$ cat src/common/digital_loop_pkg.sv
// Purpose: Shared constants for the digital phase-locked-loop core
// Assumes: One system clock at 100 MHz; all loop signals arrive as pins
// Notes: Loop counter modulus is 2**(select + LEN_OFFSET)
package digital_loop_pkg;
    localparam int CLK_MHZ = 100;          // System clock rate
    localparam int SEL_W = 4;              // Length-select width
    localparam int CNT_W = 17;             // Longest loop counter, stages
    localparam int LEN_OFFSET = 2;         // Stages above the select value
    localparam int SYNC_W = 9;             // Pin inputs passed through synchronisers
    localparam int ADJ_W = 2;              // Width of the adjust counter
    localparam logic [ADJ_W-1:0] ADJ_EDGES = 2'h2; // Toggles per added or deleted pulse
    localparam logic [CNT_W-1:0] CNT_RESET = 17'h00000;
    localparam logic [SEL_W-1:0] SEL_INHIBIT = 4'h0;
    // Bit positions inside the synchroniser vector
    localparam int PIN_SEL = 0;            // Four bits from here
    localparam int PIN_LOOP_CLK = 4;
    localparam int PIN_INCDEC_CLK = 5;
    localparam int PIN_XOR_FIRST = 6;
    localparam int PIN_EDGE_FIRST = 7;
    localparam int PIN_SHARED = 8;
    typedef enum logic [2:0] {
        ADJ_IDLE = 3'b001,
        ADJ_INSERT = 3'b010,
        ADJ_DELETE = 3'b100
    } adj_state_e;
endpackage

$ cat src/common/loop_if.sv
// Purpose: Carries carry/borrow requests and clock events to the output stage
// Assumes: Both ends run on the same system clock
// Notes: Requests stay high until the matching take pulse
`timescale 1ns/10ps
interface loop_if;
    logic carry_req;
    logic borrow_req;
    logic take_carry;
    logic take_borrow;
    logic id_rise;
    logic id_fall;
    modport counter_end (
        output carry_req,
        output borrow_req,
        output id_rise,
        output id_fall,
        input take_carry,
        input take_borrow
    );
    modport output_end (
        input carry_req,
        input borrow_req,
        input id_rise,
        input id_fall,
        output take_carry,
        output take_borrow
    );
endinterface

$ cat src/core/incdec_unit.sv
// Purpose: Increment/decrement stage dividing its clock by two
// Assumes: Clock events are one-cycle pulses from synchronised pins
// Notes: One added pulse is two extra toggles on falling clock edges
`timescale 1ns/10ps
module incdec_unit
    import digital_loop_pkg::*;
(
    input wire logic clk_i,
    input wire logic rst_n_i,
    loop_if.output_end lp,
    output logic incdec_out_o
);

    adj_state_e state_q;
    logic [ADJ_W-1:0] left_q;

    ////////////////////////////////////////////////////////////////////
    // Adjust sequencer and output toggle
    always_ff @(posedge clk_i) begin
        if (!rst_n_i) begin
            state_q <= ADJ_IDLE;
            left_q <= '0;
            incdec_out_o <= 1'b0;
            lp.take_carry <= 1'b0;
            lp.take_borrow <= 1'b0;
        end else begin
            lp.take_carry <= 1'b0;
            lp.take_borrow <= 1'b0;
            case (state_q)
                ADJ_IDLE: begin
                    // Half of the input clock when nothing arrives
                    if (lp.id_rise) begin
                        incdec_out_o <= ~incdec_out_o;
                    end
                    if (lp.carry_req) begin
                        lp.take_carry <= 1'b1;
                        state_q <= ADJ_INSERT;
                        left_q <= ADJ_EDGES;
                    end else if (lp.borrow_req) begin
                        lp.take_borrow <= 1'b1;
                        state_q <= ADJ_DELETE;
                        left_q <= ADJ_EDGES;
                    end
                end
                ADJ_INSERT: begin
                    // Extra toggles on falling edges add one pulse
                    if (lp.id_rise || lp.id_fall) begin
                        incdec_out_o <= ~incdec_out_o;
                    end
                    if (lp.id_fall) begin
                        left_q <= left_q - 2'h1;
                        if (left_q == 2'h1) begin
                            state_q <= ADJ_IDLE;
                        end
                    end
                end
                ADJ_DELETE: begin
                    // Skipped toggles on rising edges remove one pulse
                    if (lp.id_rise) begin
                        left_q <= left_q - 2'h1;
                        if (left_q == 2'h1) begin
                            state_q <= ADJ_IDLE;
                        end
                    end
                end
                default: begin
                    state_q <= ADJ_IDLE;
                    left_q <= '0;
                end
            endcase
        end
    end

endmodule

$ cat src/core/digital_pll_core.sv
// Purpose: First-order digital loop core: detectors, loop counter, output stage
// Assumes: All pins are asynchronous to clk_i and slow against 100 MHz
// Notes: Loop and output-stage clocks are sampled pins used as edge events
// Notes: Carry and borrow stand for one loop-clock period each
//
// Function
// All selects low inhibits the loop counter
// Select one gives a three-stage counter
// All selects high gives seventeen stages
// Modulus is two to the select plus two
// Selects may change while running
// Xor detector high when its inputs differ
// Edge detector: shared fall sets, first fall clears
// Chosen detector sets the count direction
// Counter advances only on loop-counter clock
// Upward wrap gives one carry pulse
// Downward wrap gives one borrow pulse
// Idle output stage halves its clock
// Carry adds a pulse, borrow deletes one
// Output-stage clock runs at 2N center
// Xor detector inputs need 50% duty
// Xor zero error: quarter cycle, square output
// Edge zero error: half cycle, square output
// Outside divider closes the loop
// Reset clears counter and output toggle
// Pulses last one loop clock, crossed safely
`timescale 1ns/10ps
module digital_pll_core
    import digital_loop_pkg::*;
#(
    parameter int LEN_W = CNT_W
)
(
    input wire logic clk_i,
    input wire logic rst_n_i,
    input wire logic loop_clk_i,
    input wire logic incdec_clock_i,
    input wire logic xor_in_first_i,
    input wire logic edge_in_first_i,
    input wire logic shared_phase_i,
    input wire logic [SEL_W-1:0] length_sel_i,
    input wire logic det_sel_i,
    output logic xor_detector_out_o,
    output logic edge_detector_out_o,
    output logic carry_o,
    output logic borrow_o,
    output logic incdec_out_o
);

    ////////////////////////////////////////////////////////////////////
    // Declarations
    logic [SYNC_W-1:0] pins;
    logic [SYNC_W-1:0] meta_q;
    logic [SYNC_W-1:0] sync_q;
    logic [SYNC_W-1:0] prev_q;
    logic det_sel_meta_q;
    logic det_sel_q;
    logic [SEL_W-1:0] sel;
    logic loop_rise;
    logic shared_fall;
    logic edge_first_fall;
    logic count_up;
    logic [SEL_W:0] shift_amt;
    logic [LEN_W:0] span;
    logic [LEN_W-1:0] top;
    logic [LEN_W-1:0] cnt_q;
    logic wrap_up;
    logic wrap_down;
    logic carry_pend_q;
    logic borrow_pend_q;
    logic rise_q;
    logic fall_q;

    // Link to the output stage
    loop_if lp ();

    ////////////////////////////////////////////////////////////////////
    // Pin synchronisers, two flops per bit
    assign pins = {shared_phase_i, edge_in_first_i, xor_in_first_i,
                   incdec_clock_i, loop_clk_i, length_sel_i};

    generate
        for (genvar i = 0; i < SYNC_W; i++) begin : g_sync
            always_ff @(posedge clk_i) begin
                if (!rst_n_i) begin
                    meta_q[i] <= 1'b0;
                    sync_q[i] <= 1'b0;
                    prev_q[i] <= 1'b0;
                end else begin
                    meta_q[i] <= pins[i];
                    sync_q[i] <= meta_q[i];
                    prev_q[i] <= sync_q[i];
                end
            end
        end
    endgenerate

    // Detector choice is a pin as well
    always_ff @(posedge clk_i) begin
        if (!rst_n_i) begin
            det_sel_meta_q <= 1'b0;
            det_sel_q <= 1'b0;
        end else begin
            det_sel_meta_q <= det_sel_i;
            det_sel_q <= det_sel_meta_q;
        end
    end

    // Edge events from the synchronised copies only
    assign sel = sync_q[PIN_SEL +: SEL_W];
    assign loop_rise = sync_q[PIN_LOOP_CLK] & ~prev_q[PIN_LOOP_CLK];
    assign shared_fall = ~sync_q[PIN_SHARED] & prev_q[PIN_SHARED];
    assign edge_first_fall = ~sync_q[PIN_EDGE_FIRST] & prev_q[PIN_EDGE_FIRST];

    ////////////////////////////////////////////////////////////////////
    // Phase detectors
    // Xor detector: inputs differ gives high; square at quarter-cycle offset
    always_ff @(posedge clk_i) begin
        if (!rst_n_i) begin
            xor_detector_out_o <= 1'b0;
        end else begin
            xor_detector_out_o <= sync_q[PIN_XOR_FIRST] ^ sync_q[PIN_SHARED];
        end
    end

    // Edge detector: falling edges only; shared input wins a tie
    always_ff @(posedge clk_i) begin
        if (!rst_n_i) begin
            edge_detector_out_o <= 1'b0;
        end else if (shared_fall) begin
            edge_detector_out_o <= 1'b1;
        end else if (edge_first_fall) begin
            edge_detector_out_o <= 1'b0;
        end
    end

    // Selected detector high counts up
    assign count_up = det_sel_q ? edge_detector_out_o : xor_detector_out_o;

    ////////////////////////////////////////////////////////////////////
    // Loop counter modulus from the live select value
    // Shift needs a fifth bit: select 15 plus two is 17
    assign shift_amt = {1'b0, sel} + (SEL_W + 1)'(LEN_OFFSET);
    assign span = (LEN_W + 1)'(1) << shift_amt;
    assign top = LEN_W'(span - (LEN_W + 1)'(1));

    // Wrap detection; a shrunk modulus wraps at the next upward count
    assign wrap_up = loop_rise && (sel != SEL_INHIBIT) && count_up && (cnt_q >= top);
    assign wrap_down = loop_rise && (sel != SEL_INHIBIT) && !count_up && (cnt_q == '0);

    // Counter advances only on loop-counter clock edges
    always_ff @(posedge clk_i) begin
        if (!rst_n_i) begin
            cnt_q <= LEN_W'(CNT_RESET);
        end else if (sel == SEL_INHIBIT) begin
            cnt_q <= LEN_W'(CNT_RESET);
        end else if (loop_rise) begin
            if (count_up) begin
                cnt_q <= wrap_up ? '0 : cnt_q + LEN_W'(1);
            end else begin
                cnt_q <= wrap_down ? top : cnt_q - LEN_W'(1);
            end
        end
    end

    ////////////////////////////////////////////////////////////////////
    // Carry and borrow outputs, one loop-clock period each
    always_ff @(posedge clk_i) begin
        if (!rst_n_i) begin
            carry_o <= 1'b0;
            borrow_o <= 1'b0;
        end else if (loop_rise) begin
            carry_o <= wrap_up;
            borrow_o <= wrap_down;
        end
    end

    // Pending requests to the output stage; a new wrap beats the take
    always_ff @(posedge clk_i) begin
        if (!rst_n_i) begin
            carry_pend_q <= 1'b0;
            borrow_pend_q <= 1'b0;
        end else begin
            if (wrap_up) begin
                carry_pend_q <= 1'b1;
            end else if (lp.take_carry) begin
                carry_pend_q <= 1'b0;
            end
            if (wrap_down) begin
                borrow_pend_q <= 1'b1;
            end else if (lp.take_borrow) begin
                borrow_pend_q <= 1'b0;
            end
        end
    end

    // Output-stage clock events, registered once
    always_ff @(posedge clk_i) begin
        if (!rst_n_i) begin
            rise_q <= 1'b0;
            fall_q <= 1'b0;
        end else begin
            rise_q <= sync_q[PIN_INCDEC_CLK] & ~prev_q[PIN_INCDEC_CLK];
            fall_q <= ~sync_q[PIN_INCDEC_CLK] & prev_q[PIN_INCDEC_CLK];
        end
    end

    // Requests and clock events towards the output stage
    assign lp.carry_req = carry_pend_q;
    assign lp.borrow_req = borrow_pend_q;
    assign lp.id_rise = rise_q;
    assign lp.id_fall = fall_q;

    ////////////////////////////////////////////////////////////////////
    // Increment/decrement output stage
    incdec_unit incdec_unit_i (
        .clk_i(clk_i),
        .rst_n_i(rst_n_i),
        .lp(lp.output_end),
        .incdec_out_o(incdec_out_o)
    );

endmodule

$ cat config.mk
export PLATFORM = sky130hd
export DESIGN_NAME = digital_pll_core
export DESIGN_NICKNAME = d
export VERILOG_FILES = /design/src/common/digital_loop_pkg.sv /design/src/common/loop_if.sv /design/src/core/incdec_unit.sv /design/src/core/digital_pll_core.sv
export SDC_FILE = /design/constraint.sdc
export NUM_CORES = 1
export LEC_CHECK = 0
export ABC_AREA = 0
export ABC_CLOCK_PERIOD_IN_PS = 6900
export BUFFER_PORTS_ARGS = -buffer_cell sky130_fd_sc_hd__buf_4
export CAP_MARGIN = 20
export CORE_ASPECT_RATIO = 0.6
export CORE_UTILIZATION = 30
export DETAILED_ROUTE_END_ITERATION = 7
export GPL_TIMING_DRIVEN = 0
export RECOVER_POWER = 25
export SYNTH_ARGS = -nofsm -noshare
export SYNTH_HDL_FRONTEND = slang
export SYNTH_SLANG_ARGS = --single-unit
$ cat constraint.sdc
create_clock -name clk_i -period 6.9 [get_ports clk_i]
set_input_delay 1.38 -clock clk_i [delete_from_list [all_inputs] [get_ports clk_i]]
set_output_delay 1.38 -clock clk_i [all_outputs]
set_load 0.005 [all_outputs]
==> results.py, run 1 <==
metrics = {
    "outcome": {
        "status": "complete, no violations",
    },
    "sta": {
        "hold_viol_final": 0,
        "rsz0062_at_grt": "false",
        "min_period_ns": 5.36,
        "finalSetupViolCount": 0,
        "worstMarginPinSlew_ns": 0.999,
        "timing.final.crit_share_pct": 77.6,
        "fin_hold_ws_ns": 0.408,
        "max_freq_mhz": 187,
        "report.final.slew_viol_count": 0,
        "slew_headroom_pct": 32.8,
        "setup_tns_ns": 0,
        "clock_skew_ns": 0.00640,
    },
    "power": {
        "p_clk_share_pct": 48.8,
        "seq_power_share_pct": 33.2,
        "p_sw_mw": 0.302,
        "comb_power_share_pct": 17.9,
        "ir_drop_mv": 0.137,
        "power_density_mw_per_mm2": 250,
        "p_int_mw": 0.779,
        "p_leak_nw": 1.73,
        "swShare_pct": 27.9,
    },
    "cts": {
        "post_cts_buffers": 0,
        "cts_tree": "done",
        "ctsHtreeMaxLevel": 3,
        "root_buffer": "clkbuf_16",
        "clk_pin_slew_ns": 0.06,
        "holdBufCountCts": 0,
        "clk_latency_ns": 0.33,
        "cts_buffers": 9,
        "cts_resized": 0,
        "cts_sinks": 57,
        "clk_path_buf_depth": 2,
    },
    "synthesis": {
        "synth_cells": 457,
        "avgSynthCellArea_um2": 8.00,
        "yosys_most_used_dff": "dfxtp_1",
        "synth_compound_area_share_pct": 21.3,
        "synthMuxAreaShare_pct": 1.44,
        "synth_top_area_cell": "dfxtp_1",
        "synth.net_count": 491,
        "yosysTopAreaCellShare_pct": 31.2,
        "synth-adder-area-share_pct": 7.53,
        "synth_edf_count": 0,
        "syn_area_mm2": 0.00365,
        "ys_seq_area_share_pct": 31.2,
        "yosys_warnings": 0,
        "async_reset_ff_share_pct": 0,
        "yosys.area_share.simple_pct": 28.4,
        "synth.area.top_cells": "dfxtp_1 31%, ha_1 7.5%, and2_1 5.0%, nand2_1 4.2%, a21oi_1 4.0%",
        "synth_seq_cells": 57,
        "synth_top_family_by_area": "simple AND/OR/NAND/NOR gates",
        "synth-xor-area-share_pct": 3.59,
        "ys_types": 64,
    },
    "floorplanning": {
        "core_mm2": 0.0116,
        "die_h_um": 87.5,
        "die_w_um": 144,
        "rows": 30,
        "io_pins": 17,
        "die_area_mm2": 0.0126,
        "start_util_pct": 31.6,
    },
    "critical_path": {
        "endpoint_kind": "flip-flop",
        "path_class": "flip-flop to flip-flop",
        "cpPeakStageDelay_ns": 0.49,
        "worst-path-max-fanout": 10,
        "crit_chain": "ha_1, xnor2_1, nand2_1, inv_1, nand2_1, ha_1, clkbuf_1, nor3_1, a31oi_1, o32a_1, ha_1, nand4_1, nor3_1, nand4_1, a32oi_1, clkbuf_1, o21ai_0, nand2_1, a21oi_1",
        "rrSetupSlack_ns": 1.54,
        "arrival_ns": 5.54,
        "required_ns": 7.08,
        "critPathSlowestCell": "clkbuf_1",
        "start_kind": "flip-flop",
    },
    "place": {
        "place_congestion": 0.879,
        "portBuffers": 16,
        "place_hpwl_um": 8210,
    },
    "global_route": {
        "grt_pass1_wl_um": 17800,
        "antenna_found_initial": 0,
        "first_global_vias": 3287,
        "grt_use_total_pct": 18.9,
        "grt_max_degree": 13,
        "grt.overflow.total": 0,
    },
    "route": {
        "antenna_left": 0,
        "drt_iter0_drc": 417,
        "vias": 3586,
        "drt_wl_total_um": 11000,
        "drtPass1Iterations": 5,
        "vias_per_cell": 5.53,
        "drc": 0,
        "wl_per_cell_um": 17.0,
    },
    "layout": {
        "num-fill-cells": 1201,
        "syn2layout_area_growth_pct": 18.2,
        "diodes": 0,
        "final_common_cell": "dfxtp_1",
        "drive_gt1_share_pct": 11.9,
        "fin_nets": 518,
        "final_cell_mix": "57 x dfxtp_1, 41 x nand2_1, 34 x nor2_1, 29 x a21oi_1, 26 x o21ai_0",
    },
    "flow_run": {
        "maxCapViolations": 0,
    },
    "hold_path": {
        "hold_path_class": "flip-flop to flip-flop",
    },
}
[cells by family (layout without fill, tap and decap cells)]
logic type                 after synthesis  after routing
and+or+nand+nor                        191            191
buffers and inverters                   47             79
DFF                                     57             57
muxes                                    5              5
xor gates and xnor gates                15             15
AOI/OAI and AO/OA                      120            120
adders and majority gates               22             22
[final cells by class]
cell class,instances,area [um2],share of cell area (%)
clock buffers,9,225,5.21
plain buffers,31,176,4.08
well taps,160,200,4.63
inverters,16,60.1,1.39
repair buffers,16,116,2.69
clock inverters,7,124,2.87
multi-input cells,353,2280,52.7
flip-flops and latches,57,1140,26.4
[state kept, by name (all words and copies together) (netlist names), 2 cells and up]
register               count
incdec_unit_i.state_q      3
cnt_q                     17
incdec_unit_i.left_q       2
sync_q                     5
meta_q                     9
prev_q                     4
sel                        4
[worst max-delay path: cells and delay by family (launching register included)]
kind / cells / cell delay [ns]
compound gates: 5 / 1.02
simple gates: 7 / 1.48
flops: 1 / 0.33
buf+inv: 3 / 0.97
fa+ha+maj: 3 / 0.92
xor+xnor: 1 / 0.48
[synth_stat cells (all sizes together), types with 3 or more instances]
| cell | count |
|---|---|
| a211oi | 9 |
| a21boi | 8 |
| a21oi | 29 |
| a221oi | 6 |
| a31oi | 12 |
| and2 | 29 |
| and3 | 9 |
| buf | 14 |
| clkbuf | 17 |
| dfxtp | 57 |
| ha | 22 |
| inv | 16 |
| mux2i | 3 |
| nand2 | 41 |
| nand2b | 10 |
| nand3 | 12 |
| nand4 | 6 |
| nor2 | 35 |
| nor2b | 9 |
| nor3 | 19 |
| nor3b | 3 |
| nor4 | 7 |
| o211ai | 4 |
| o21ai | 30 |
| o32a | 3 |
| or3 | 5 |
| xnor2 | 11 |
| xor2 | 4 |
[through the flow]
step	power, mW	cells	utilization, %	setup WS (ns)	area [um2]
2_1_floorplan	0.502	457	-	2.90	3650
3_3_place_gp	0.548	633	34.4	1.83	3980
3_5_place_dp	0.553	633	34.4	1.79	3980
4_1_cts	1.08	649	37.4	1.74	4320
5_1_grt	1.13	649	37.4	1.21	4320
6_report	1.08	649	37.4	1.54	4320
[layer usage]
| layer | vias up | track usage [%] | routed length [um] |
|---|---|---|---|
| li1 | 1692 | - | - |
| met1 | 1699 | 27.9 | 5500 |
| met3 | 12 | 7.48 | 1320 |
| met2 | 183 | 24.7 | 4160 |
| met5 | - | 0 | 0 |
| met4 | 0 | 4.40 | 69 |
[path summary, 6_finish.rpt]
check / to / from / depth (start not counted)
worst max register to register: cnt_q[4] / sel[2] / 19
worst min-delay path: fall_q / sync_q[5] / 1
worst max-delay path: cnt_q[4] / sel[2] / 19
worst min register to register: fall_q / sync_q[5] / 1
[power groups by stage]
stage,combinational (mW),clock (mW),sequential [mW]
2_1_floorplan,0.140,0,0.362
3_3_place_gp,0.183,0,0.365
3_5_place_dp,0.187,0,0.366
4_1_cts,0.188,0.536,0.359
5_1_grt,0.213,0.557,0.362
6_report,0.194,0.528,0.359
No activity file was read; power rests on OpenSTA's default activity.
==> run 2: changes to the inputs <==
--- a/config.mk
+++ b/config.mk
@@ -6,7 +6,7 @@
 export NUM_CORES = 1
 export LEC_CHECK = 0
 export ABC_AREA = 0
-export ABC_CLOCK_PERIOD_IN_PS = 6900
+export ABC_CLOCK_PERIOD_IN_PS = 4400
 export BUFFER_PORTS_ARGS = -buffer_cell sky130_fd_sc_hd__buf_4
 export CAP_MARGIN = 20
 export CORE_ASPECT_RATIO = 0.6
==> constraint.sdc (replaced) <==
create_clock -name clk_i -period 4.4 [get_ports clk_i]
set_input_delay 0.88 -clock clk_i [delete_from_list [all_inputs] [get_ports clk_i]]
set_output_delay 0.88 -clock clk_i [all_outputs]
set_load 0.005 [all_outputs]
==> results.py, run 2 (synthesized netlist as in run 1, its figures left out) <==
metrics = {
    "outcome": {
        "status": "complete, no violations",
    },
    "layout": {
        "fin_nets": 528,
        "final_cell_mix": "54 x dfxtp_1, 39 x nand2_1, 31 x nor2_1, 29 x a21oi_1, 27 x buf_4",
        "syn2layout_area_growth_pct": 25.5,
        "largestRegisters": "cnt_q: 17 flops, meta_q: 9 flops, sync_q: 5 flops",
        "num-fill-cells": 1181,
        "diodes": 0,
        "largest_register_ffs": 17,
        "final_common_cell": "dfxtp_1",
        "top_register": "cnt_q",
        "drive_gt1_share_pct": 19.2,
    },
    "route": {
        "vias_per_cell": 5.61,
        "antenna_left": 0,
        "wl_per_cell_um": 17.5,
        "drt_wl_total_um": 11500,
        "drc": 0,
        "drt_iter0_drc": 402,
        "vias": 3696,
        "drtPass1Iterations": 6,
    },
    "power": {
        "p_sw_mw": 0.487,
        "power_density_mw_per_mm2": 376,
        "power_mw": 1.72,
        "p_leak_nw": 1.80,
        "swShare_pct": 28.3,
        "p_clk_share_pct": 48.3,
        "p_int_mw": 1.24,
        "ir_drop_mv": 0.219,
        "seq_power_share_pct": 32.8,
        "comb_power_share_pct": 18.9,
    },
    "floorplanning": {
        "die_h_um": 87.5,
        "io_pins": 17,
        "die_w_um": 144,
        "start_util_pct": 31.6,
        "rows": 30,
        "die_area_mm2": 0.0126,
        "core_mm2": 0.0116,
    },
    "cts": {
        "cts_sinks": 57,
        "clk_path_buf_depth": 2,
        "cts_tree": "done",
        "clk_pin_slew_ns": 0.05,
        "ctsHtreeMaxLevel": 3,
        "cts_buffers": 9,
        "root_buffer": "clkbuf_16",
        "clk_latency_ns": 0.33,
    },
    "sta": {
        "max_freq_mhz": 236,
        "finalSetupViolCount": 0,
        "clock_skew_ns": 0.00705,
        "worstMarginPinSlew_ns": 1.02,
        "min_period_ns": 4.24,
        "setup_tns_ns": 0,
        "timing.final.crit_share_pct": 96.5,
        "hold_viol_final": 0,
        "report.final.slew_viol_count": 0,
        "slew_headroom_pct": 30.2,
    },
    "global_route": {
        "first_global_vias": 3333,
        "grt_use_total_pct": 19.1,
        "grt.overflow.total": 0,
        "grt_pass1_wl_um": 18000,
        "antenna_found_initial": 0,
        "grt_max_degree": 13,
    },
    "place": {
        "place_congestion": 0.879,
        "portBuffers": 16,
        "place_hpwl_um": 8210,
    },
    "hold_path": {
        "hold_path_class": "flip-flop to flip-flop",
        "min-delay-start": "sync_q[5]",
        "holdPathEnd": "fall_q",
        "holdPathStages": 1,
    },
    "critical_path": {
        "reg2reg_from": "sel[1]",
        "rrSetupSlack_ns": 0.16,
        "critPathSlowestCell": "ha_1",
        "endpoint_kind": "flip-flop",
        "path_common_cell": "nand4_1",
        "crit_buf_inv": 6,
        "cpPeakStageDelay_ns": 0.38,
        "required_ns": 4.61,
        "arrival_ns": 4.45,
        "crit_chain": "buf_6, and3_4, buf_8, clkinv_8, nand2_8, inv_4, nand3_2, ha_4, nor4b_2, a21oi_1, o22ai_1, a22oi_1, ha_1, nand4_1, nor3_2, nand4_1, a32oi_1, buf_4, clkinvlp_4, a221oi_2, a211oi_1",
        "reg2regPathDepth": 21,
        "start_kind": "flip-flop",
        "path_delay_family": "simple AND/OR/NAND/NOR gates",
        "worst-path-max-fanout": 10,
        "path_class": "flip-flop to flip-flop",
        "crit_start": "sel[1]",
        "r2r-end": "cnt_q[1]",
    },
    "flow_run": {
        "maxCapViolations": 0,
    },
}
run 2: layout make-up:
cell class	count	area, um2	area share [%]
Timing Repair Buffer	27	196	4.28
Tap cell	160	200	4.36
Buffer	30	196	4.28
Multi-Input combinational cell	353	2420	52.8
Inverter	16	78.8	1.72
Sequential cell	57	1140	25.0
Clock inverter	7	124	2.70
Clock buffer	9	225	4.91
run 2: routing by layer:
metal  track usage, %  wire (um)  part of all wire, %  vias to the layer above
li1                 -          -                    -                     1718
met1             28.0       5590                   48                     1769
met2             25.1       4500                   39                      187
met3             7.81       1320                   11                       22
met4             4.50        122                  1.1                        0
met5                0          0                    0                        -
run 2: how the worst max path moves through the flow:
stage / slack (ns) / to / cells past startpoint
detailed placement: -0.71 / cnt_q[15] / 19
global placement: -0.67 / cnt_q[15] / 19
floorplan: 0.40 / cnt_q[1] / 19
global route: -0.04 / cnt_q[1] / 21
CTS: 0.02 / cnt_q[8] / 19
finish: 0.16 / cnt_q[1] / 21
run 2: stage by stage:
step | instance area (um2) | instances | setup slack [ns] | utilization, % | hold slack (ns)
6_report | 4590 | 659 | 0.156 | 39.7 | 0.408
2_1_floorplan | 3650 | 457 | 0.399 | - | 0.383
3_5_place_dp | 3980 | 633 | -0.708 | 34.4 | 0.403
3_3_place_gp | 3980 | 633 | -0.666 | 34.4 | 0.393
4_1_cts | 4390 | 652 | 0.0237 | 38.0 | 0.413
5_1_grt | 4590 | 659 | -0.0446 | 39.7 | 0.429
run 2: power by group through the flow:
stage                     sequential (mW)  combinational (mW)  clock, mW
after global routing                0.570               0.355      0.875
final                               0.565               0.325      0.832
after global placement              0.573               0.287          0
after floorplan                     0.568               0.220          0
after CTS                           0.563               0.304      0.840
after detailed placement            0.574               0.294          0
run 2: what timing repair did:
action | in CTS | in global routing
resized for setup | 13 | 37
buffers inserted | 3 | 7
hold buffers | 0 | 0
gates cloned | 0 | 1
setup endpoints to repair | 19 | 17
pin swaps | 3 | 11
